**src/bia_pkg.sv**
```systemverilog
// Package: register map, constants and types of the board interrupt aggregator
package bia_pkg;

  // ****************************************************************
  // Register bus
  // ****************************************************************
  localparam int         ADDR_W        = 4;
  localparam int         DATA_W        = 8;
  localparam logic [3:0] ADR_CTRL      = 4'h0;
  localparam logic [3:0] ADR_PRI_PEND  = 4'h1;
  localparam logic [3:0] ADR_PRI_INSVC = 4'h2;
  localparam logic [3:0] ADR_PRI_MASK  = 4'h3;
  localparam logic [3:0] ADR_SEC_PEND  = 4'h4;
  localparam logic [3:0] ADR_SEC_INSVC = 4'h5;
  localparam logic [3:0] ADR_SEC_MASK  = 4'h6;
  localparam logic [3:0] ADR_EOI       = 4'h7;
  localparam logic [3:0] ADR_PAR_CLR   = 4'h8;
  localparam logic [3:0] ADR_IRQ_STAT  = 4'h9;
  localparam logic [3:0] ADR_IRQ_MASK  = 4'hA;
  localparam logic [3:0] ADR_STATE     = 4'hB;

  // ****************************************************************
  // Reset values
  // ****************************************************************
  localparam logic [7:0] CTRL_RST      = 8'h1C;
  localparam logic [7:0] PRIO_MASK_RST = 8'hFF;
  localparam logic [7:0] IRQ_MASK_RST  = 8'h00;

  // ****************************************************************
  // Field positions
  // ****************************************************************
  localparam int EOI_PRI_BIT = 0;
  localparam int EOI_SEC_BIT = 1;
  localparam int EV_NMI      = 0;
  localparam int EV_REJECT   = 1;
  localparam int EV_SPUR     = 2;
  localparam int EV_EDGE     = 3;
  localparam int EV_PARITY   = 4;
  localparam int N_EV        = 5;

  // ****************************************************************
  // Timing
  // ****************************************************************
  localparam int         CLK_MHZ  = 25;
  localparam int         FILT_NS  = 50;
  // Least time, so round up to whole cycles
  localparam int         FILT_INT = (FILT_NS * CLK_MHZ + 999) / 1000;
  localparam logic [2:0] FILT_CYC = 3'(FILT_INT);

  // ****************************************************************
  // Types
  // ****************************************************************
  typedef struct packed {
    logic ir7_tied;
    logic rot_sec;
    logic rot_pri;
    logic bd2_n;
    logic bd1_n;
    logic edge_clr_n;
    logic nmi_mask_bit;
    logic filt_en;
  } bia_ctrl_type;

  typedef struct packed {
    logic       sec;
    logic [2:0] level;
  } bia_vec_type;

endpackage : bia_pkg

```
**src/bia_top.sv**
```systemverilog
// Design: two cascaded priority controllers, request filter, NMI gate, spare latch
//
// Overview of operation
// - filter blocks requests shorter than 50 ns
// - long request latched until ack and release
// - filter off by default, request passes through
// - mask bit 1 forces NMI low
// - NMI request is backplane 0 OR parity
// - eight lines, line 0 highest priority
// - optional rotating priority per controller
// - pending register, one bit per line
// - in-service register fed from pending
// - secondary drives primary line 7, fifteen levels
// - spurious reported on line 7
// - secondary identical, output to routing point
// - spare latch turns edge into level
// - backplane drives from port bits, parity
// - writing 0 clears the spare latch
//
// The placing of the registers and the strobed register port were left to the implementer.
`timescale 1ns/1ps

// ****************************************************************
// One eight-line priority controller
// ****************************************************************
module bia_priority_int_ctrl (
  input  wire logic       clk,
  input  wire logic       rst_n,
  input  wire logic [7:0] req,
  input  wire logic [7:0] imask,
  input  wire logic       rotate,
  input  wire logic       ack,
  input  wire logic       eoi,
  output logic      [7:0] pend,
  output logic      [7:0] insvc,
  output logic            int_req,
  output logic      [2:0] ack_level,
  output logic            ack_none
);
  logic [7:0] pending_request_reg_ff;
  logic [7:0] in_service_reg_ff;
  logic [2:0] base_ff;
  logic [7:0] cand;
  logic [2:0] idx;
  logic       win_found;
  logic [2:0] win_lvl;
  logic [2:0] win_rank;
  logic       isv_found;
  logic [2:0] isv_lvl;
  logic [2:0] isv_rank;

  assign cand = pending_request_reg_ff & ~imask;

  // Walk from lowest rank up so the best rank is left last
  always_comb begin
    win_found = 1'b0;
    win_lvl   = 3'h7;
    win_rank  = 3'h7;
    isv_found = 1'b0;
    isv_lvl   = 3'h7;
    isv_rank  = 3'h7;
    idx       = 3'h0;
    for (int i = 7; i >= 0; i--) begin
      idx = 3'(base_ff + 3'(i));
      if (cand[idx]) begin
        win_found = 1'b1;
        win_lvl   = idx;
        win_rank  = 3'(i);
      end
      if (in_service_reg_ff[idx]) begin
        isv_found = 1'b1;
        isv_lvl   = idx;
        isv_rank  = 3'(i);
      end
    end
  end

  // Nested: only a better rank than the one in service interrupts
  assign int_req   = win_found && (!isv_found || win_rank < isv_rank);
  assign ack_none  = !win_found;
  assign ack_level = win_found ? win_lvl : 3'h7;
  assign pend      = pending_request_reg_ff;
  assign insvc     = in_service_reg_ff;

  always_ff @(posedge clk or negedge rst_n) begin
    if (!rst_n) begin
      pending_request_reg_ff <= 8'h00;
      in_service_reg_ff      <= 8'h00;
      base_ff                <= 3'h0;
    end else begin
      pending_request_reg_ff <= req;
      // End of service first, so a same-cycle acknowledge still sets its bit
      if (eoi && isv_found) begin
        in_service_reg_ff[isv_lvl] <= 1'b0;
      end
      if (ack && win_found) begin
        in_service_reg_ff[win_lvl]      <= 1'b1;
        pending_request_reg_ff[win_lvl] <= 1'b0;
      end
      if (!rotate) begin
        base_ff <= 3'h0;
      end else if (eoi && isv_found) begin
        base_ff <= 3'(isv_lvl + 3'h1);
      end
    end
  end
endmodule : bia_priority_int_ctrl

// ****************************************************************
// Top level
// ****************************************************************
module bia_top #(
  parameter logic [2:0] CASCADE_LINE = 3'h7
) (
  input  wire logic       clk,
  input  wire logic       rst_n,
  input  wire logic [3:0] reg_addr,
  input  wire logic [7:0] reg_wdata,
  input  wire logic       reg_wr,
  input  wire logic       reg_rd,
  output logic      [7:0] reg_rdata,
  input  wire logic [7:0] pri_req_in,
  input  wire logic [7:0] sec_req_in,
  input  wire logic       cpu_int_ack,
  input  wire logic       backplane_int0,
  input  wire logic       parity_err_pulse,
  input  wire logic       edge_latch_set_in,
  output logic            cpu_int_out,
  output logic            cpu_nmi_out,
  output logic            ack_valid,
  output logic      [3:0] ack_vector,
  output logic            ack_spurious,
  output logic            sec_int_route,
  output logic            edge_latch_out,
  output logic            parity_error_drive_n,
  output logic            backplane_int_drive_one_n,
  output logic            backplane_int_drive_two_n,
  output logic            irq
);
  bia_pkg::bia_ctrl_type ctrl_ff;
  bia_pkg::bia_vec_type  vec_ff;
  logic [7:0]            pri_mask_ff;
  logic [7:0]            sec_mask_ff;
  logic [7:0]            rdata_ff;
  logic [4:0]            stat_ff;
  logic [4:0]            imsk_ff;
  logic                  irq_ff;
  logic                  cpu_int_ff;
  logic                  nmi_ff;
  logic                  ackv_ff;
  logic                  spur_ff;
  logic                  sec_route_ff;
  logic                  edge_ff;
  logic                  edge_in_prev_ff;
  logic                  parity_ff;
  logic                  par_drive_n_ff;
  logic                  filt_latch_ff;
  logic                  ack_seen_ff;
  logic                  raw_prev_ff;
  logic [2:0]            filt_cnt_ff;
  logic                  nmi_prev_ff;

  logic       wr_ctrl;
  logic       wr_eoi;
  logic       wr_par_clr;
  logic       rd_stat;
  logic [7:0] pri_req;
  logic [7:0] pri_pend;
  logic [7:0] pri_insvc;
  logic [7:0] sec_pend;
  logic [7:0] sec_insvc;
  logic       pri_int;
  logic       sec_int;
  logic [2:0] pri_lvl;
  logic [2:0] sec_lvl;
  logic       pri_none;
  logic       sec_none;
  logic       sec_ack;
  logic       raw_cpu_int_request;
  logic       nonmaskable_request_in;
  logic       nxt_nmi;
  logic [2:0] nxt_filt_cnt;
  logic       filt_long;
  logic       filt_release;
  logic       nxt_filt_latch;
  logic       edge_rise;
  logic       edge_clear;
  logic       nxt_parity;
  logic       spur_now;
  logic [4:0] events;
  logic [7:0] rd_mux;

  // ****************************************************************
  // Register decode
  // ****************************************************************
  assign wr_ctrl    = reg_wr && reg_addr == bia_pkg::ADR_CTRL;
  assign wr_eoi     = reg_wr && reg_addr == bia_pkg::ADR_EOI;
  assign wr_par_clr = reg_wr && reg_addr == bia_pkg::ADR_PAR_CLR;
  assign rd_stat    = reg_rd && reg_addr == bia_pkg::ADR_IRQ_STAT;

  // ****************************************************************
  // Cascaded controllers
  // ****************************************************************
  // Secondary output replaces the request on the cascade line
  assign pri_req = (pri_req_in & ~(8'h01 << CASCADE_LINE))
                 | ({7'h00, sec_int} << CASCADE_LINE);
  // Cascade line in the primary hands the acknowledge on
  assign sec_ack = cpu_int_ack && !pri_none && pri_lvl == CASCADE_LINE;

  bia_priority_int_ctrl u_pri (
    .clk       (clk),
    .rst_n     (rst_n),
    .req       (pri_req),
    .imask     (pri_mask_ff),
    .rotate    (ctrl_ff.rot_pri),
    .ack       (cpu_int_ack),
    .eoi       (wr_eoi && reg_wdata[bia_pkg::EOI_PRI_BIT]),
    .pend      (pri_pend),
    .insvc     (pri_insvc),
    .int_req   (pri_int),
    .ack_level (pri_lvl),
    .ack_none  (pri_none)
  );

  bia_priority_int_ctrl u_sec (
    .clk       (clk),
    .rst_n     (rst_n),
    .req       (sec_req_in),
    .imask     (sec_mask_ff),
    .rotate    (ctrl_ff.rot_sec),
    .ack       (sec_ack),
    .eoi       (wr_eoi && reg_wdata[bia_pkg::EOI_SEC_BIT]),
    .pend      (sec_pend),
    .insvc     (sec_insvc),
    .int_req   (sec_int),
    .ack_level (sec_lvl),
    .ack_none  (sec_none)
  );

  // Line 7 with nothing wired to it can only be spurious
  assign spur_now = sec_ack ? (sec_none || (sec_lvl == 3'h7 && ctrl_ff.ir7_tied))
                            : (pri_none || (pri_lvl == 3'h7 && ctrl_ff.ir7_tied));

  // ****************************************************************
  // Request filter
  // ****************************************************************
  assign raw_cpu_int_request = pri_int;
  assign nxt_filt_cnt = !raw_cpu_int_request ? 3'h0
                      : (filt_cnt_ff == bia_pkg::FILT_CYC) ? filt_cnt_ff
                      : 3'(filt_cnt_ff + 3'h1);
  assign filt_long    = raw_cpu_int_request && nxt_filt_cnt == bia_pkg::FILT_CYC;
  assign filt_release = ack_seen_ff && !raw_cpu_int_request;
  assign nxt_filt_latch = ctrl_ff.filt_en && !filt_release && (filt_latch_ff || filt_long);

  // ****************************************************************
  // NMI path, spare latch
  // ****************************************************************
  assign nonmaskable_request_in = backplane_int0 | parity_ff;
  assign nxt_parity = parity_err_pulse || (parity_ff && !wr_par_clr);
  assign nxt_nmi    = nonmaskable_request_in && !ctrl_ff.nmi_mask_bit;
  assign edge_rise  = edge_latch_set_in && !edge_in_prev_ff;
  assign edge_clear = !ctrl_ff.edge_clr_n;

  // ****************************************************************
  // Events and read data
  // ****************************************************************
  assign events[bia_pkg::EV_NMI]    = nxt_nmi && !nmi_prev_ff;
  assign events[bia_pkg::EV_REJECT] = ctrl_ff.filt_en && raw_prev_ff && !raw_cpu_int_request
                                    && filt_cnt_ff < bia_pkg::FILT_CYC;
  assign events[bia_pkg::EV_SPUR]   = cpu_int_ack && spur_now;
  assign events[bia_pkg::EV_EDGE]   = edge_rise;
  assign events[bia_pkg::EV_PARITY] = parity_err_pulse && !parity_ff;

  always_comb begin
    unique case (reg_addr)
      bia_pkg::ADR_CTRL:      rd_mux = ctrl_ff;
      bia_pkg::ADR_PRI_PEND:  rd_mux = pri_pend;
      bia_pkg::ADR_PRI_INSVC: rd_mux = pri_insvc;
      bia_pkg::ADR_PRI_MASK:  rd_mux = pri_mask_ff;
      bia_pkg::ADR_SEC_PEND:  rd_mux = sec_pend;
      bia_pkg::ADR_SEC_INSVC: rd_mux = sec_insvc;
      bia_pkg::ADR_SEC_MASK:  rd_mux = sec_mask_ff;
      bia_pkg::ADR_IRQ_STAT:  rd_mux = {3'h0, stat_ff};
      bia_pkg::ADR_IRQ_MASK:  rd_mux = {3'h0, imsk_ff};
      bia_pkg::ADR_STATE:     rd_mux = {cpu_int_ff, nmi_ff, filt_latch_ff, edge_ff,
                                        parity_ff, sec_int, pri_int, ack_seen_ff};
      default:                rd_mux = 8'h00;
    endcase
  end

  // ****************************************************************
  // Registers
  // ****************************************************************
  always_ff @(posedge clk or negedge rst_n) begin
    if (!rst_n) begin
      ctrl_ff     <= bia_pkg::CTRL_RST;
      pri_mask_ff <= bia_pkg::PRIO_MASK_RST;
      sec_mask_ff <= bia_pkg::PRIO_MASK_RST;
      imsk_ff     <= 5'(bia_pkg::IRQ_MASK_RST);
      rdata_ff    <= 8'h00;
    end else begin
      if (wr_ctrl) ctrl_ff <= reg_wdata;
      if (reg_wr && reg_addr == bia_pkg::ADR_PRI_MASK) pri_mask_ff <= reg_wdata;
      if (reg_wr && reg_addr == bia_pkg::ADR_SEC_MASK) sec_mask_ff <= reg_wdata;
      if (reg_wr && reg_addr == bia_pkg::ADR_IRQ_MASK) imsk_ff <= reg_wdata[4:0];
      rdata_ff <= reg_rd ? rd_mux : 8'h00;
    end
  end

  // Set wins over the read-clear so no event is lost
  always_ff @(posedge clk or negedge rst_n) begin
    if (!rst_n) begin
      stat_ff <= 5'h00;
      irq_ff  <= 1'b0;
    end else begin
      stat_ff <= (rd_stat ? 5'h00 : stat_ff) | events;
      irq_ff  <= |(((rd_stat ? 5'h00 : stat_ff) | events) & imsk_ff);
    end
  end

  always_ff @(posedge clk or negedge rst_n) begin
    if (!rst_n) begin
      filt_cnt_ff   <= 3'h0;
      filt_latch_ff <= 1'b0;
      ack_seen_ff   <= 1'b0;
      raw_prev_ff   <= 1'b0;
      cpu_int_ff    <= 1'b0;
    end else begin
      filt_cnt_ff   <= nxt_filt_cnt;
      filt_latch_ff <= nxt_filt_latch;
      raw_prev_ff   <= raw_cpu_int_request;
      if (!nxt_filt_latch) ack_seen_ff <= 1'b0;
      else if (cpu_int_ack) ack_seen_ff <= 1'b1;
      // Filter off: plain pass-through, one register stage
      cpu_int_ff <= ctrl_ff.filt_en ? nxt_filt_latch : raw_cpu_int_request;
    end
  end

  always_ff @(posedge clk or negedge rst_n) begin
    if (!rst_n) begin
      nmi_ff          <= 1'b0;
      nmi_prev_ff     <= 1'b0;
      parity_ff       <= 1'b0;
      par_drive_n_ff  <= 1'b1;
      edge_ff         <= 1'b0;
      edge_in_prev_ff <= 1'b0;
      sec_route_ff    <= 1'b0;
    end else begin
      nmi_ff          <= nxt_nmi;
      nmi_prev_ff     <= nxt_nmi;
      parity_ff       <= nxt_parity;
      par_drive_n_ff  <= !nxt_parity;
      edge_in_prev_ff <= edge_latch_set_in;
      edge_ff         <= edge_rise || (edge_ff && !edge_clear);
      sec_route_ff    <= sec_int;
    end
  end

  always_ff @(posedge clk or negedge rst_n) begin
    if (!rst_n) begin
      ackv_ff <= 1'b0;
      vec_ff  <= '0;
      spur_ff <= 1'b0;
    end else begin
      ackv_ff <= cpu_int_ack;
      spur_ff <= cpu_int_ack && spur_now;
      if (cpu_int_ack) vec_ff <= sec_ack ? {1'b1, sec_lvl} : {1'b0, pri_lvl};
    end
  end

  // ****************************************************************
  // Outputs
  // ****************************************************************
  assign reg_rdata                 = rdata_ff;
  assign cpu_int_out               = cpu_int_ff;
  assign cpu_nmi_out               = nmi_ff;
  assign ack_valid                 = ackv_ff;
  assign ack_vector                = vec_ff;
  assign ack_spurious              = spur_ff;
  assign sec_int_route             = sec_route_ff;
  assign edge_latch_out            = edge_ff;
  assign parity_error_drive_n      = par_drive_n_ff;
  assign backplane_int_drive_one_n = ctrl_ff.bd1_n;
  assign backplane_int_drive_two_n = ctrl_ff.bd2_n;
  assign irq                       = irq_ff;
endmodule : bia_top

```
**config.mk**
```make
export PLATFORM = sky130hd
export DESIGN_NAME = bia_top
export DESIGN_NICKNAME = d
export VERILOG_FILES = /design/src/bia_pkg.sv /design/src/bia_top.sv
export SDC_FILE = /design/constraint.sdc
export NUM_CORES = 1
export LEC_CHECK = 0
export BUFFER_PORTS_ARGS = -buffer_cell sky130_fd_sc_hd__buf_2
export CAP_MARGIN = 20
export CELL_PAD_IN_SITES_DETAIL_PLACEMENT = 0
export CELL_PAD_IN_SITES_GLOBAL_PLACEMENT = 2
export CORE_ASPECT_RATIO = 1.5
export CORE_MARGIN = 1
export CORE_UTILIZATION = 38
export CTS_CLUSTER_SIZE = 10
export DETAILED_ROUTE_END_ITERATION = 12
export PLACE_DENSITY_LB_ADDON = 0.1
export SETUP_SLACK_MARGIN = 0.5
export SKIP_CTS_REPAIR_TIMING = 1
export SLEW_MARGIN = 0
export SYNTH_ARGS = -nofsm -noshare
export SYNTH_HDL_FRONTEND = slang
export SYNTH_SLANG_ARGS = --single-unit
```
**constraint.sdc**
```tcl
create_clock -name clk -period 9.2 [get_ports clk]
set_clock_uncertainty 0.05 [all_clocks]
set_input_delay 0.92 -clock clk [delete_from_list [all_inputs] [get_ports clk]]
set_output_delay 0.92 -clock clk [all_outputs]
set_load 0.005 [all_outputs]
```
# == After elaboration in Yosys (flattened, before gate mapping) ==
# Cells that the tools add are included.
# op_classes
n_addsub,17
n_lt_le_gt_ge,27
eq_ne,18
n_mux,186
bitwise_logic,18
reduce_logical,57
# op_table
operator,count
2-to-1 mux 3 bit,56
binary-select mux 1 bit (select 3 bit),32
less-than comparator 3 x 4 -> 1 bit (second input constant),20
case mux 8 bit (10 select lines),1
2-to-1 mux 1 bit,76
2-to-1 mux 8 bit,7
bitwise AND 8 bit,6
inverter 8 bit,6
logical AND 1 bit,36
adder 3 bit (second input constant),8
equality test 4 x 3 -> 1 bit (second input constant),4
equality test 4 bit (second input constant),4
2-to-1 mux 2 bit,8
bitwise OR 8 bit,2
adder 3 x 1 -> 3 bit (second input constant),5
adder 3 x 2 -> 3 bit (second input constant),4
demux 1 bit (select 3 bit),4
>= comparator 3 x 1 -> 1 bit (second input constant),4
zero test 1 bit,12
equality test 4 x 2 -> 1 bit (second input constant),2
bitwise OR 7 x 8 -> 8 bit,1
logical OR 1 bit,7
equality test 3 x 2 -> 1 bit (second input constant),2
equality test 3 bit (second input constant),2
other kinds (12),14
# totals
reg_bits,100
in_bits,36
out_inout_bits,22
word_cells,358

# == Depth between registers and ports, before layout ==
# logic_depth
word_depth,21
depth_mapped,16
ltp_nobuf,13

# == By module ==
# A second synthesis with hierarchy kept.
# unflattened
cells_unflattened,878
area_unflattened_um2,8683.3
# by_module_without_submodules
mod,instances,cells_each,area_each_um2,seq_area_each_um2
bia_top,1,274,3161.8,1576.5
bia_priority_int_ctrl (u_pri),1,310,2770.2,475.5
bia_priority_int_ctrl (u_sec),1,294,2751.4,475.5

# == Worst setup path before layout ==
# OpenSTA, ideal clock, no wires.
# synth_timing
kind,register -> register
start,register u_sec.base_ff[1]
end,register u_sec.base_ff[1]
setup_ns,0.120
t_arrival_ns,3.611
required_ns,9.030
setup_slack_ns,5.419
stages_incl_launch_ff,16
n_path_buf,3
period_less_slack_ns,3.781
cell_sequence,dfrtp_1 buf_2 inv_1 clkbuf_1 ha_1 buf_1 mux4_2 mux2_2 a2bb2oi_1 a311oi_1 o221a_2 or3_1 a31oi_2 ha_1 mux2i_1 nor2b_1
# synth_between
elab_chain_len,14
elab_cells_between_ends,44
classes_between,add/sub: 8; eq/ne: 1; mux: 34; reduce/logical: 1
# synth_lines
item,line,text
from (decl),bia_top.sv:42,logic [2:0] base_ff;
from (signal assigned),bia_top.sv:103,base_ff <= 3'(isv_lvl + 3'h1);
adder 3 bit,bia_top.sv:64,idx = 3'(base_ff + 3'(i));
binary-select mux 1 bit (select 3 bit),bia_top.sv:70,if (in_service_reg_ff[idx]) begin
2-to-1 mux 1 bit (implied by the code),bia_top.sv:70,
2-to-1 mux 3 bit (8 in series),bia_top.sv:70,
adder 3 x 1 -> 3 bit,bia_top.sv:103,
2-to-1 mux 3 bit,bia_top.sv:102,end else if (eoi && isv_found) begin
2-to-1 mux 3 bit,bia_top.sv:100,if (!rotate) begin
# Parallel ways exist; a longest one is shown, timed or not. The select of a mux whose other input is x is not followed.
# A chain may end at the register's enable or synchronous reset.

# == Worst setup path in the final report ==
# layout_timing
start,register u_pri.base_ff[0]
end,register vec_ff (netlist bit ack_vector[0])
# layout_between
elab_chain_len,15
elab_cells_between_ends,44
classes_between,add/sub: 7; eq/ne: 1; mux: 34; reduce/logical: 2
# layout_lines
item,line,text
from (decl),bia_top.sv:42,
from (signal assigned),bia_top.sv:103,
adder 3 bit,bia_top.sv:64,
binary-select mux 1 bit (select 3 bit),bia_top.sv:65,if (cand[idx]) begin
2-to-1 mux 1 bit (implied by the code),bia_top.sv:65,
2-to-1 mux 3 bit / 2-to-1 mux 1 bit (equally long branches) (8 in series),bia_top.sv:65,
2-to-1 mux 3 bit,bia_top.sv:81,assign ack_level = win_found ? win_lvl : 3'h7;
equality test 3 bit,bia_top.sv:208,assign sec_ack = cpu_int_ack && !pri_none && pri_lvl == CASCADE_LINE;
logical AND 1 bit,bia_top.sv:208,
2-to-1 mux 4 bit (*),bia_top.sv:367,"if (cpu_int_ack) vec_ff <= sec_ack ? {1'b1, sec_lvl} : {1'b0, pri_lvl};"
to (signal assigned),bia_top.sv:367,
to (decl),bia_top.sv:141,bia_pkg::bia_vec_type vec_ff;
# Mark *: on every way between the ends. The rest lies on a longest branch, timed or not. The select of a mux whose other input is x is not followed.

==> qor.csv <==
stage,metric,value,unit
status,status,"finished, final reports clean",
clock_tree,cts_tree,built,
place,io_buffers,56,
routing,viasPerCell,6.46,
yosys,synth_nets,952,
finish,antennaDiodeCount,0,
sta,slew_headroom,0.430,
worst_setup_path,cp-end-kind,flop,
power_and_ir_drop,p_leak,3.76,nW
sta,setup_tns,0,ns
clock_tree,clk_pin_slew,0.07,ns
yosys,synth_area_per_cell,9.63,µm²
place,dpl_cell_area,0.00917,mm²
yosys,yosys-top-cells-area,"dfrtp_1 23%, mux4_2 12%, mux2_2 6.3%, dfstp_2 6.0%, mux2i_1 3.9%",
finish,final_common_cell,dfrtp_1,
yosys,yosys_warnings,0,
routing,dr.pass1.iters,7,
worst_setup_path,required,9.40,ns
yosys,synth-main-ff-cell,dfrtp_1,
routing,antenna_left,0,
clock_tree,cts_max_path_buffers,2,
grt,grt_usage,0.271,
grt,grt_pass1_wl,48.1,mm
finish,fillers,2229,
place,pre_cts_ws,3.74,ns
die,die_h,187,µm
finish,finalInstanceArea,0.00948,mm²
finish,mostFrequentLayoutCells,"80 x dfrtp_1, 78 x nand2_1, 59 x nor2_1",
routing,drc_errors,0,
yosys,synth.top_cell.area_share,0.230,
sta,hold_violations,0,
finish,syn2layout_area_growth,8.93,%
sta,tightestPinTransition,0.855,ns
sta,setup_viol,0,
yosys,async_reset_ff_frac,1.00,
routing,num_vias,7871,
die,die-width,126,µm
clock_tree,cts_made_buffers,9,
place,gp_congestion,0.856,
yosys,synth_top_area_cell,dfrtp_1,
yosys,synthCells,904,
clock_tree,worstSkewPairLatency,0.36,ns
die,num_rows,67,
yosys,seq_area_frac_synth,0.290,
worst_setup_path,crit_arrival,5.73,ns
worst_setup_path,critPathLaunchType,flop,
die,start_util,0.389,
die,num_io_pins,58,
die,fp.coreArea,0.0224,mm²
grt,grt_max_degree,64,
yosys,yosys_register_bits,100,
sta,finalWorstSetupSlack,3.67,ns
power_and_ir_drop,p_per_area,195,mW/mm²
die,die_area,0.0235,mm²
worst_setup_path,crit_path_max_fanout,38,
run,cap_violations,0,
finish,layout.nets,986,
worst_setup_path,worstSetupPathType,reg -> reg,
sta,max_freq,181,MHz
grt,grt-ovfl-total,0,
clock_tree,cts_sinks,100,
sta,period_share,0.601,
worst_hold_path,hold_class,reg -> reg,
yosys,synthDistinctLibCells,98,
yosys,synth_edf_count,0,
grt,grt_pass1_vias,8121,
clock_tree,htreeDepth,3,
grt,antenna_found_initial,0,
routing,wl_per_cell,25.7,µm
routing,drtIter0Drc,463,
clock_tree,root_buffer,clkbuf_16,
yosys,synth_area,0.00870,mm²
power_and_ir_drop,vdd_ir_drop_max,92.5,µV
place,dp_hpwl,24.9,mm
sta,slew_violations,0,
routing,wl,31.3,mm
sta,finalCriticalPeriod,5.53,ns
sta,rsz0062_at_grt,false,
finish,drive_above_1_share,0.252,
## cell families (layout without fill, tap and decap cells)
logic type               count (synthesis)  count (layout)  share of synthesized area
AO/OA/AOI/OAI                          255             255                      0.213
XOR/XNOR                                14              14                     0.0184
AND/OR/NAND/NOR                        316             316                      0.194
multiplexers                           131             131                      0.226
buffers and inverters                   76             115                     0.0418
flip-flops                             100             100                      0.290
adder cells (fa/ha/maj)                 12              12                     0.0173
## stage by stage
step | power (mW) | util | hold WS [ns] | instances
floorplan | 1.18 | - | 0.388 | 904
global placement | 1.44 | 0.410 | 0.442 | 1202
detailed placement | 1.45 | 0.410 | 0.453 | 1202
CTS | 1.85 | 0.423 | 0.471 | 1218
global route | 1.95 | 0.424 | 0.478 | 1219
finish | 1.84 | 0.424 | 0.463 | 1219
## power by group
group | total [mW] | internal, mW | switching (mW)
Combinational | 0.789 | 0.338 | 0.451
Clock | 0.387 | 0.213 | 0.174
Sequential | 0.668 | 0.539 | 0.130
## flip-flops by register name, summed over array words and instances, names as in the netlist, 3 cells and up
register       cells
stat_ff            5
u_sec.pend         8
reg_rdata          8
imsk_ff            5
u_sec.base_ff      3
u_pri.base_ff      3
sec_mask_ff        8
filt_cnt_ff        3
u_pri.pend         8
ack_vector         4
pri_mask_ff        8
u_sec.insvc        8
ctrl_ff            6
u_pri.insvc        8
## final timing paths
path / start / end / slack (ns) / depth (start not counted)
max in group asynchronous: rst_n / ctrl_ff[1] / 7.42 / 2
worst min register to register: ack_vector[2] / ack_vector[2] / 0.46 / 1
worst min-delay path: ack_vector[2] / ack_vector[2] / 0.46 / 1
worst max-delay path: u_pri.base_ff[0] / ack_vector[0] / 3.67 / 12
worst max register to register: u_pri.base_ff[0] / ack_vector[0] / 3.67 / 12
min in group asynchronous: rst_n / filt_cnt_ff[0] / 0.48 / 1
## cells in the mapped netlist, types with 18 or more instances
master,count
nor2_1,59
nor2b_1,36
dfrtp_1,80
inv_1,25
o21ai_0,43
nand3_1,32
mux4_2,47
nand2_1,78
clkbuf_1,22
nand2b_1,18
a21oi_1,38
mux2i_1,34
dfstp_2,20
mux2_2,49
## routing by layer
metal  wire (µm)  up-vias  share of wire  GRT usage
met3         861       68          0.028     0.0212
li1            -     3546              -          -
met1       11100     4006           0.36      0.275
met4        1440        0          0.046      0.143
met5           0        -              0          0
met2       17900      251           0.57      0.540
## final cells by class
type | count | area, µm² | share of cell area
inverters | 30 | 115 | 0.0121
clock inverters | 6 | 71.3 | 0.00752
clock buffers | 10 | 229 | 0.0242
repair buffers | 69 | 380 | 0.0401
multi-input cells | 728 | 5810 | 0.613
well taps | 276 | 345 | 0.0364
flip-flops and latches | 100 | 2530 | 0.267
## critical path, stage by stage, from the launching register on
cell and delay [ns]:
dfrtp_1 0.32, buf_4 0.45, inv_2 0.24, ha_1 0.92
clkinv_1 0.63, mux4_2 0.45, a221oi_1 0.27, nor2_1 0.08
a211oi_1 0.24, a2bb2oi_2 0.47, nor3b_4 0.66, nand3_1 0.29
a31o_2 0.32
Power figures use the tool's default switching activity.
